## src/core/event_status_query_regs.svh

```systemverilog
// Field positions, limits and response lengths for the event status query block
// What this block does
// - Mask F query returns last written mask
// - Oversize response raises query error, nothing sent
// - Standard status query returns value, then clears
// - Standard status bit layout, power-on to op-complete
// - Aux register zero returned; bit 0 unused
// - Storage drive error sets aux bit 4
// - First unit summary: channels bits 1-6, extra 0
// - First unit bits clear only via channel read
// - Second unit bits clear only via channel read
`ifndef EVENT_STATUS_QUERY_REGS_SVH
`define EVENT_STATUS_QUERY_REGS_SVH

// Standard event status bit positions
`define STD_POWER_ON_BIT      7
`define STD_USER_REQUEST_BIT  6
`define STD_COMMAND_ERROR_BIT 5
`define STD_EXEC_ERROR_BIT    4
`define STD_DEVICE_ERROR_BIT  3
`define STD_QUERY_ERROR_BIT   2
`define STD_REQ_CONTROL_BIT   1
`define STD_OP_COMPLETE_BIT   0

// Aux register zero: storage drive error position
`define AUX0_DRIVE_ERROR_BIT  4

// Masks of assigned bits
`define AUX0_USED_MASK        8'hfe
`define UNIT1_USED_MASK       8'h7f
`define UNIT2_USED_MASK       8'h7e

// Reset value of every register
`define REG_RESET_VALUE       8'h00

// Longest response message in bytes
`define MAX_RESP_BYTES        2000

// Header lengths including the trailing space
`define HDR_BYTES_MASK_F      12'h006
`define HDR_BYTES_STD         12'h005
`define HDR_BYTES_AUX         12'h006

`endif

```

## src/core/event_status_query_pkg.sv

```systemverilog
// Types shared by the event status query block
package event_status_query_pkg;

    // Which register a query reads
    typedef enum logic [2:0] {
        QUERY_MASK_F = 3'b000,
        QUERY_STD    = 3'b001,
        QUERY_AUX0   = 3'b010,
        QUERY_UNIT1  = 3'b011,
        QUERY_UNIT2  = 3'b100
    } query_sel_t;

endpackage : event_status_query_pkg

```

## src/core/event_status_query_regs.sv

```systemverilog
// Event status registers and their query answers
`timescale 1ns/1ps
`default_nettype none
`include "event_status_query_regs.svh"

module event_status_query_regs #(
    parameter int unsigned MAX_RESP_BYTES = `MAX_RESP_BYTES
) (
    input  wire logic        clock_in,               // 200 MHz
    input  wire logic        rstn_in,                // Async, active low
    input  wire logic        query_valid_in,         // One query per pulse
    input  wire logic [2:0]  query_sel_in,           // Register chosen
    input  wire logic        header_on_in,           // Headers in response
    input  wire logic [11:0] msg_bytes_in,           // Bytes already queued
    input  wire logic        mask_write_in,          // Mask F write strobe
    input  wire logic [7:0]  mask_data_in,           // Mask F write data
    input  wire logic [7:0]  std_event_in,           // Standard event pulses
    input  wire logic [7:0]  aux0_event_in,          // Aux zero event pulses
    input  wire logic        storage_drive_error_in, // Drive fault pulse
    input  wire logic [7:0]  aux0_clear_in,          // Aux zero bit clears
    input  wire logic [6:0]  unit1_range_in,         // First unit over-range
    input  wire logic [6:0]  unit1_chan_read_in,     // First unit channel reads
    input  wire logic [6:0]  unit2_range_in,         // Second unit over-range
    input  wire logic [6:0]  unit2_chan_read_in,     // Second unit channel reads
    output logic             resp_valid_out,         // Answer ready pulse
    output logic [7:0]       resp_value_out,         // Answer value
    output logic [11:0]      resp_bytes_out,         // Answer length in bytes
    output logic             query_error_out         // Oversize refusal pulse
);

    // Stored registers
    logic [7:0]  enable_mask_f_r;            // Mask F contents
    logic [7:0]  standard_event_status_r;    // Standard status
    logic [7:0]  aux_event_status_zero_r;    // Aux register zero
    logic [7:0]  first_unit_range_summary_r; // First unit summary
    logic [7:0]  second_unit_range_summary_r; // Second unit summary

    // Query decode results
    logic [7:0]  sel_value;                  // Value of chosen register
    logic [11:0] sel_header;                 // Header bytes of chosen query
    logic        sel_legal;                  // Select code known
    logic [11:0] resp_len;                   // Length of this response
    logic [12:0] total_len;                  // Message length with it
    logic        too_long;                   // Exceeds the byte limit
    logic        query_ok;                   // Answer will be delivered
    logic        query_bad;                  // Oversize, refused
    logic        std_read_ok;                // Standard status delivered

    // Decimal digit count of a byte value
    function automatic logic [11:0] digit_count(input logic [7:0] value);
        if (value >= 8'h64)
            digit_count = 12'h003;
        else if (value >= 8'h0a)
            digit_count = 12'h002;
        else
            digit_count = 12'h001;
    endfunction : digit_count

    // Register and header for the chosen query
    always_comb
    begin
        sel_value  = 8'h00;
        sel_header = 12'h000;
        sel_legal  = 1'b1;
        unique case (event_status_query_pkg::query_sel_t'(query_sel_in))
            event_status_query_pkg::QUERY_MASK_F:
            begin
                sel_value  = enable_mask_f_r;
                sel_header = `HDR_BYTES_MASK_F;
            end
            event_status_query_pkg::QUERY_STD:
            begin
                sel_value  = standard_event_status_r;
                sel_header = `HDR_BYTES_STD;
            end
            event_status_query_pkg::QUERY_AUX0:
            begin
                sel_value  = aux_event_status_zero_r;
                sel_header = `HDR_BYTES_AUX;
            end
            event_status_query_pkg::QUERY_UNIT1:
            begin
                sel_value  = first_unit_range_summary_r;
                sel_header = `HDR_BYTES_AUX;
            end
            event_status_query_pkg::QUERY_UNIT2:
            begin
                sel_value  = second_unit_range_summary_r;
                sel_header = `HDR_BYTES_AUX;
            end
            // Unknown codes answer nothing and flag a command error
            default:
            begin
                sel_legal = 1'b0;
            end
        endcase
    end

    // length check against the message limit
    always_comb
    begin
        resp_len    = (header_on_in ? sel_header : 12'h000) + digit_count(sel_value);
        total_len   = {1'b0, msg_bytes_in} + {1'b0, resp_len};
        too_long    = (32'(total_len) > MAX_RESP_BYTES);
        query_ok    = query_valid_in && sel_legal && !too_long;
        query_bad   = query_valid_in && sel_legal && too_long;
        std_read_ok = query_ok && (query_sel_in == event_status_query_pkg::QUERY_STD);
    end

    // Answer outputs, one cycle after the query
    always_ff @(posedge clock_in or negedge rstn_in)
    begin
        if (!rstn_in)
        begin
            resp_valid_out  <= 1'b0;
            resp_value_out  <= 8'h00;
            resp_bytes_out  <= 12'h000;
            query_error_out <= 1'b0;
        end
        else
        begin
            resp_valid_out  <= query_ok;
            resp_value_out  <= query_ok ? sel_value : 8'h00;
            resp_bytes_out  <= query_ok ? resp_len : 12'h000;
            query_error_out <= query_bad;
        end
    end

    // Mask F holds the last write
    always_ff @(posedge clock_in or negedge rstn_in)
    begin
        if (!rstn_in)
            enable_mask_f_r <= `REG_RESET_VALUE;
        else if (mask_write_in)
            enable_mask_f_r <= mask_data_in;
    end

    // Standard status: events win over the read clear
    always_ff @(posedge clock_in or negedge rstn_in)
    begin
        if (!rstn_in)
            standard_event_status_r <= `REG_RESET_VALUE;
        else
        begin
            // events land at their fixed positions
            standard_event_status_r <= (std_read_ok ? 8'h00 : standard_event_status_r)
                | std_event_in
                | (8'(query_bad) << `STD_QUERY_ERROR_BIT)
                | (8'(query_valid_in && !sel_legal) << `STD_COMMAND_ERROR_BIT);
        end
    end

    // Aux zero: sticky flags, cleared only by explicit strobes
    always_ff @(posedge clock_in or negedge rstn_in)
    begin
        if (!rstn_in)
            aux_event_status_zero_r <= `REG_RESET_VALUE;
        else
        begin
            aux_event_status_zero_r <= ((aux_event_status_zero_r & ~aux0_clear_in)
                | aux0_event_in
                | (8'(storage_drive_error_in) << `AUX0_DRIVE_ERROR_BIT)) & `AUX0_USED_MASK;
        end
    end

    // First unit summary; own query never clears it
    always_ff @(posedge clock_in or negedge rstn_in)
    begin
        if (!rstn_in)
            first_unit_range_summary_r <= `REG_RESET_VALUE;
        else
        begin
            // channel bits 1-6, extra flag bit 0
            // cleared only by the channel read
            first_unit_range_summary_r <= ((first_unit_range_summary_r & ~{1'b0, unit1_chan_read_in})
                | {1'b0, unit1_range_in}) & `UNIT1_USED_MASK;
        end
    end

    // Second unit summary; own query never clears it
    always_ff @(posedge clock_in or negedge rstn_in)
    begin
        if (!rstn_in)
            second_unit_range_summary_r <= `REG_RESET_VALUE;
        else
        begin
            // cleared only by the channel read
            second_unit_range_summary_r <= ((second_unit_range_summary_r & ~{1'b0, unit2_chan_read_in})
                | {1'b0, unit2_range_in}) & `UNIT2_USED_MASK;
        end
    end
endmodule : event_status_query_regs
`default_nettype wire

```

## config.mk

```make
export PLATFORM = sky130hd
export DESIGN_NAME = event_status_query_regs
export DESIGN_NICKNAME = d
export VERILOG_FILES = /design/src/core/event_status_query_pkg.sv /design/src/core/event_status_query_regs.sv
export VERILOG_INCLUDE_DIRS = /design/src /design/src/core
export SDC_FILE = /design/constraint.sdc
export NUM_CORES = 1
export LEC_CHECK = 0
export BUFFER_PORTS_ARGS = -buffer_cell sky130_fd_sc_hd__buf_2
export CORE_MARGIN = 4
export CORE_UTILIZATION = 49
export CTS_CLUSTER_DIAMETER = 80
export DETAILED_ROUTE_END_ITERATION = 16
export PLACE_DENSITY = 0.91
export SKIP_LAST_GASP = 1
export SLEW_MARGIN = 20
export SYNTH_ARGS = -nofsm -noshare
export SYNTH_HDL_FRONTEND = slang
export SYNTH_SLANG_ARGS = --single-unit
```

## constraint.sdc

```tcl
create_clock -name clock_in -period 5.2 [get_ports clock_in]
set_clock_uncertainty 0.15 [all_clocks]
set_input_delay 0.78 -clock clock_in [delete_from_list [all_inputs] [get_ports clock_in]]
set_output_delay 0.78 -clock clock_in [all_outputs]
set_load 0.005 [all_outputs]
```

==> flow_metrics.tcl, run 1 <==
set metrics [dict create \
    initial_utilization 0.505 \
    worstSetupPathType "input pin to flop" \
    whs_ps 328 \
    rows 27 \
    synth_area_per_cell_um2 10.3 \
    drt_iter0_markers 102 \
    power.share.sequential 0.494 \
    max_freq_mhz 202 \
    dp_hpwl_um 4980 \
    nFillCells 475 \
    grt_use_met2 0.350 \
    worst_ep_required_time_ps 5280 \
    r2r-start "first_unit_range_summary_r[3]$_DFF_PN0_" \
    antenna_left 0 \
    numCtsBuffers 5 \
    area_growth_pct 25.0 \
    totalWireLength_um 6360 \
    synth_xor_xnor_area_share 0.0190 \
    numClockSinks 50 \
    synthDistinctLibCells 48 \
    leakagePower_uw 0.00180 \
    slew_headroom 0.600 \
    finalNetCount 460 \
    muxShareOfSynthArea 0.0901 \
    endpoint "resp_value_out[5]$_DFF_PN0_" \
    wl_per_cell_um 14.3 \
    die_x_um 83.1 \
    crit_arrival_ps 5030 \
    design_area_um2 3450 \
    cp-startpoint "query_sel_in[2]" \
    met3_usage 0.0516 \
    cp-end-kind "flop" \
    port_buffers 90 \
    first_pass_iters 4 \
    power_per_cell_area_nw_per_um2 247 \
    place_area_um2 3340 \
    grt-ovfl-total 0 \
    slowest_stage "fa_1" \
    num_io_pins 103 \
    hold_class "input pin to async pin" \
    post_cts_resized 0 \
    postCtsSetupRepairBufs 0 \
    p_comb_frac 0.234 \
    synth-seq-area-share 0.453 \
    worstPathMaxFanout 12 \
    reg2reg_depth 16 \
    clock_latency_ps 310 \
    vias 2300 \
    tightestPinTransition_ps 600 \
    internal_power_uw 614 \
    die_h_um 83.1 \
    ir_drop_v 0.000158 \
    avgViaCountPerCell 5.18 \
    p_clk_frac 0.273 \
    clk_pin_slew_ps 80 \
    cts_root_buf "clkbuf_8" \
    gp_congestion 0.821 \
    cts_tree "yes" \
    yosys.area_share.adder 0.0417 \
    finalSetupViolations 0 \
    fin_crit_sh 0.953 \
    h-tree-depth 2 \
    yosysMostFrequentCell "dfrtp_1" \
    cap_violations 0 \
    antenna_found_initial 0 \
    async_flop_share 1.00 \
    ys_warn_count 0 \
    top_usage_layer "met2" \
    use_met1 0.204 \
    yosys.area_share.simple 0.146 \
    cp.depth 18 \
    clock_path_buffers 2 \
    synth_edf_count 0 \
    fin_crit_ps 4950 \
    final_max_slew_viol_count 0 \
    diodes 0 \
    holdBufCountCts 0 \
    status "completed" \
    synthCells 269 \
    netlist_area_um2 2760 \
    slowest_delay_ps 480 \
    synth_top_area_share 0.453 \
    grt_usage 0.191 \
    core-area_um2 5470 \
    hold_viol 0 \
    grt_pass1_vias 2463 \
    critical-path-top-delay-family "compound AO/OA/AOI/OAI gates" \
    synth_ff_type "dfrtp_1" \
    p_sw_uw 240 \
    synth_top_area_cell "dfrtp_1" \
    grt_first_pass_wirelength_um 10700 \
    drc 0 \
    rr_endpoint "resp_value_out[5]$_DFF_PN0_" \
    crit_chain "buf_2 > buf_4 > mux2i_1 > o32a_1 > a21oi_1 > nor4_2 > or3_1 > ha_1 > inv_1 > fa_1 > fa_1 > nand2b_1 > a211oi_1 > xor2_1 > and2_1 > a41o_2 > buf_4 > nor3_2" \
    synth_compound_area_frac 0.163 \
    r2r_slack_ps 670 \
    grt_max_degree 51 \
    ys_seq_elements 50 \
    sw_frac_of_total 0.281 \
    dieArea_um2 6900 \
    synth_top_family_by_area "compound AO/OA/AOI/OAI gates" \
    synth_common_cells "dfrtp_1, inv_1, a21o_1" \
    synthTopCellsByArea "dfrtp_1, a21o_1, inv_1, mux2_2, mux2i_1" \
    cp-start-kind "input pin" \
    timing.critical_path.buf_inv 4 \
    drive_gt1_frac 0.384 \
]
## how the worst min path moves through the flow
stage	startpoint	endpoint	slack [ps]
finish	rstn_in	enable_mask_f_r[3]$_DFFE_PN0P_	330
global route	aux_event_status_zero_r[1]$_DFF_PN0_	aux_event_status_zero_r[1]$_DFF_PN0_	340
CTS	aux_event_status_zero_r[1]$_DFF_PN0_	aux_event_status_zero_r[1]$_DFF_PN0_	330
detailed placement	aux_event_status_zero_r[1]$_DFF_PN0_	aux_event_status_zero_r[1]$_DFF_PN0_	320
global placement	aux_event_status_zero_r[1]$_DFF_PN0_	aux_event_status_zero_r[1]$_DFF_PN0_	310
floorplan	first_unit_range_summary_r[1]$_DFF_PN0_	first_unit_range_summary_r[1]$_DFF_PN0_	290
## registers in the layout, summed over array words and instances (netlist names)
signal                       cells
query_error_out                  1
resp_bytes_out                   4
aux_event_status_zero_r          7
standard_event_status_r          8
resp_value_out                   8
first_unit_range_summary_r       7
second_unit_range_summary_r      6
resp_valid_out                   1
enable_mask_f_r                  8
## per-layer routing
metal  vias up  wire length (um)
met3        21               403
met1      1079              2410
li1       1126                 -
met4         0               217
met2        74              3330
met5         -                 0
## cells in the final DEF (no fill, tap or decap), types with 3 or more instances in the layout
cell type  instances
buf_2             89
clkbuf_8           6
nor3_2             8
nand2_1            9
nand2b_1           3
nor2_1            16
dfrtp_1           50
nor3_1             8
ha_1               6
inv_1             33
o2bb2ai_1          4
conb_1             8
xor2_1             3
o21ai_0           11
mux2i_1           11
mux2_2            11
a21oi_1           14
nand3_1            3
buf_4             17
xnor2_1            3
a21o_1            22
## through the flow
step | std cells | TNS, ps | setup WS (ps) | power (uW) | util
6_report | 444 | 0 | 247 | 854 | 0.631
3_3_place_gp | 436 | 0 | 67.2 | 614 | 0.610
4_1_cts | 444 | 0 | 213 | 854 | 0.626
3_5_place_dp | 436 | -367 | -65.4 | 623 | 0.610
5_1_grt | 444 | -126 | -33.3 | 899 | 0.631
2_1_floorplan | 276 | 0 | 96.1 | 545 | -
## power by group through the flow
stage,logic (uW),registers (uW),clock network [uW]
3_3_place_gp,185,429,0
2_1_floorplan,118,427,0
4_1_cts,195,422,237
3_5_place_dp,193,430,0
6_report,199,422,233
5_1_grt,223,424,252
## logic make-up (layout without fill, tap and decap cells)
kind of cell	count (synthesis)	after routing
compound gates	64	64
mux	23	23
fa+ha+maj	8	8
other cells	1	8
simple gates	66	66
xor+xnor	6	6
buf+inv	51	147
flops	50	50
## final cells by class
class,count,area [um^2],share of cell area
clock buffer,7,86.3,0.0250
clock inverter,1,5.00,0.00145
inverter,33,124,0.0359
multi-input combinational,175,1330,0.384
sequential,50,1250,0.362
tap,72,90.1,0.0261
timing repair buffer,106,573,0.166
No activity file was read; power rests on OpenSTA's default activity.
==> run 2: changes to the inputs <==
--- a/config.mk
+++ b/config.mk
@@ -6,12 +6,12 @@
 export SDC_FILE = /design/constraint.sdc
 export NUM_CORES = 1
 export LEC_CHECK = 0
-export BUFFER_PORTS_ARGS = -buffer_cell sky130_fd_sc_hd__buf_2
 export CORE_MARGIN = 4
-export CORE_UTILIZATION = 49
+export CORE_UTILIZATION = 63
 export CTS_CLUSTER_DIAMETER = 80
 export DETAILED_ROUTE_END_ITERATION = 16
-export PLACE_DENSITY = 0.91
+export DONT_BUFFER_PORTS = 1
+export PLACE_DENSITY = 0.9
 export SKIP_LAST_GASP = 1
 export SLEW_MARGIN = 20
 export SYNTH_ARGS = -nofsm -noshare
==> flow_metrics.tcl, run 2 (synthesis results as in run 1) <==
set metrics [dict create \
    leakagePower_uw 0.00136 \
    gp_congestion 0.798 \
    status "completed" \
    wl_per_cell_um 17.3 \
    rows 23 \
    cts_root_buf "clkbuf_8" \
    diodes 0 \
    seqCellArea_um2 1250 \
    drive_gt1_frac 0.134 \
    grt_pass1_vias 1894 \
    final_common_cell "dfrtp_1" \
    power_per_cell_area_nw_per_um2 269 \
    ir_drop_v 0.000182 \
    cp-end-kind "flop" \
    finalSetupViolations 0 \
    p_sw_uw 198 \
    avgViaCountPerCell 6.01 \
    setup_slack_ps 364 \
    power.share.sequential 0.547 \
    hold_viol 0 \
    grt_max_degree 51 \
    numCtsBuffers 5 \
    pre_cts_ws_ps 41.1 \
    dieArea_um2 5510 \
    hold_class "input pin to async pin" \
    internal_power_uw 575 \
    nFillCells 310 \
    tightestPinTransition_ps 540 \
    first_pass_iters 4 \
    worst_ep_required_time_ps 5250 \
    drt_iter0_markers 129 \
    cp-start-kind "input pin" \
    fin_crit_sh 0.930 \
    clock_path_buffers 2 \
    die_x_um 74.2 \
    final_max_slew_viol_count 0 \
    rsz0062_at_grt "false" \
    cap_violations 0 \
    sw_frac_of_total 0.256 \
    drc 0 \
    clock_latency_ps 300 \
    vias 1918 \
    slew_headroom 0.639 \
    grt-ovfl-total 0 \
    antenna_found_initial 0 \
    reg2reg_depth 17 \
    core-area_um2 4120 \
    h-tree-depth 2 \
    p_comb_frac 0.173 \
    worstSetupPathType "input pin to flop" \
    numClockSinks 50 \
    die_h_um 74.2 \
    worstPathMaxFanout 20 \
    cts_tree "yes" \
    antenna_left 0 \
    totalWireLength_um 5510 \
    reg_top3 "enable_mask_f_r: 8 flops, resp_value_out: 8 flops, standard_event_status_r: 8 flops" \
    multi_input_area_um2 1310 \
    p_total_uw 773 \
    initial_utilization 0.671 \
    port_buffers 0 \
    fin_tns_setup_ps 0 \
    p_clk_frac 0.280 \
    fin_crit_ps 4840 \
    dp_hpwl_um 4260 \
    finalNetCount 359 \
    grt_first_pass_wirelength_um 8670 \
    final_cell_mix "dfrtp_1, inv_1, a21o_1" \
    area_growth_pct 3.99 \
    clk_pin_slew_ps 80 \
    crit_arrival_ps 4880 \
    num_io_pins 103 \
    grt_usage 0.206 \
    max_freq_mhz 207 \
]
[run 2: path summary, 6_finish.rpt]
check                           slack [ps]                                      end                                    start
worst max-delay path                   360              resp_value_out[7]$_DFF_PN0_                          query_sel_in[1]
worst min-delay path                    20     aux_event_status_zero_r[6]$_DFF_PN0_                                  rstn_in
worst max register to register         490              resp_value_out[7]$_DFF_PN0_  first_unit_range_summary_r[3]$_DFF_PN0_
worst min register to register         330  first_unit_range_summary_r[1]$_DFF_PN0_  first_unit_range_summary_r[1]$_DFF_PN0_
max in group asynchronous             3870     aux_event_status_zero_r[4]$_DFF_PN0_                                  rstn_in
min in group clock_in                  330  first_unit_range_summary_r[1]$_DFF_PN0_  first_unit_range_summary_r[1]$_DFF_PN0_
[run 2: power by group through the flow]
stage / Combinational, uW / Clock [uW] / Sequential [uW]
2_1_floorplan: 118 / 0 / 427
3_5_place_dp: 127 / 0 / 431
4_1_cts: 128 / 222 / 423
6_report: 134 / 217 / 423
5_1_grt: 151 / 238 / 426
3_3_place_gp: 122 / 0 / 430
[run 2: through the flow]
stage / hold slack (ps) / cells / area (um^2) / util
6_report: 16.7 / 319 / 2870 / 0.698
2_1_floorplan: 293 / 276 / 2790 / -
5_1_grt: 1.35 / 319 / 2870 / 0.698
3_3_place_gp: 305 / 310 / 2750 / 0.669
4_1_cts: 7.26 / 316 / 2840 / 0.689
3_5_place_dp: 316 / 310 / 2750 / 0.669
[run 2: area by class of cell]
type,instances,area share
well taps,50,0.0218
repair buffers,5,0.0157
multi-input cells,175,0.455
inverters,33,0.0431
flip-flops and latches,50,0.436
clock buffers,6,0.0287
[run 2: timing repair]
| item | CTS | global route |
|---|---|---|
| hold buffers | 0 | 3 |
| endpoints found under the hold margin | 0 | 10 |
| gates resized for setup | 0 | 1 |
| endpoints found under the setup margin | 0 | 1 |
| buffers inserted | 0 | 0 |
[run 2: critical path: stages]
cell     delay [ps]
mux2_2          310
a22oi_1         390
a21oi_1          90
nor4_1          270
or3_1           170
ha_1            160
inv_1            50
fa_1            380
xor2_1          190
ha_1            360
and3_4          210
a22oi_4         100
nor4_2          340
mux2_4          390
a41o_2          310
buf_4           190
nor4_2          160
[run 2: per-layer routing]
layer / track usage / routed length (um)
met1: 0.262 / 2230
met2: 0.340 / 2760
met4: 0.0672 / 59
met5: 0 / 0
met3: 0.0622 / 466
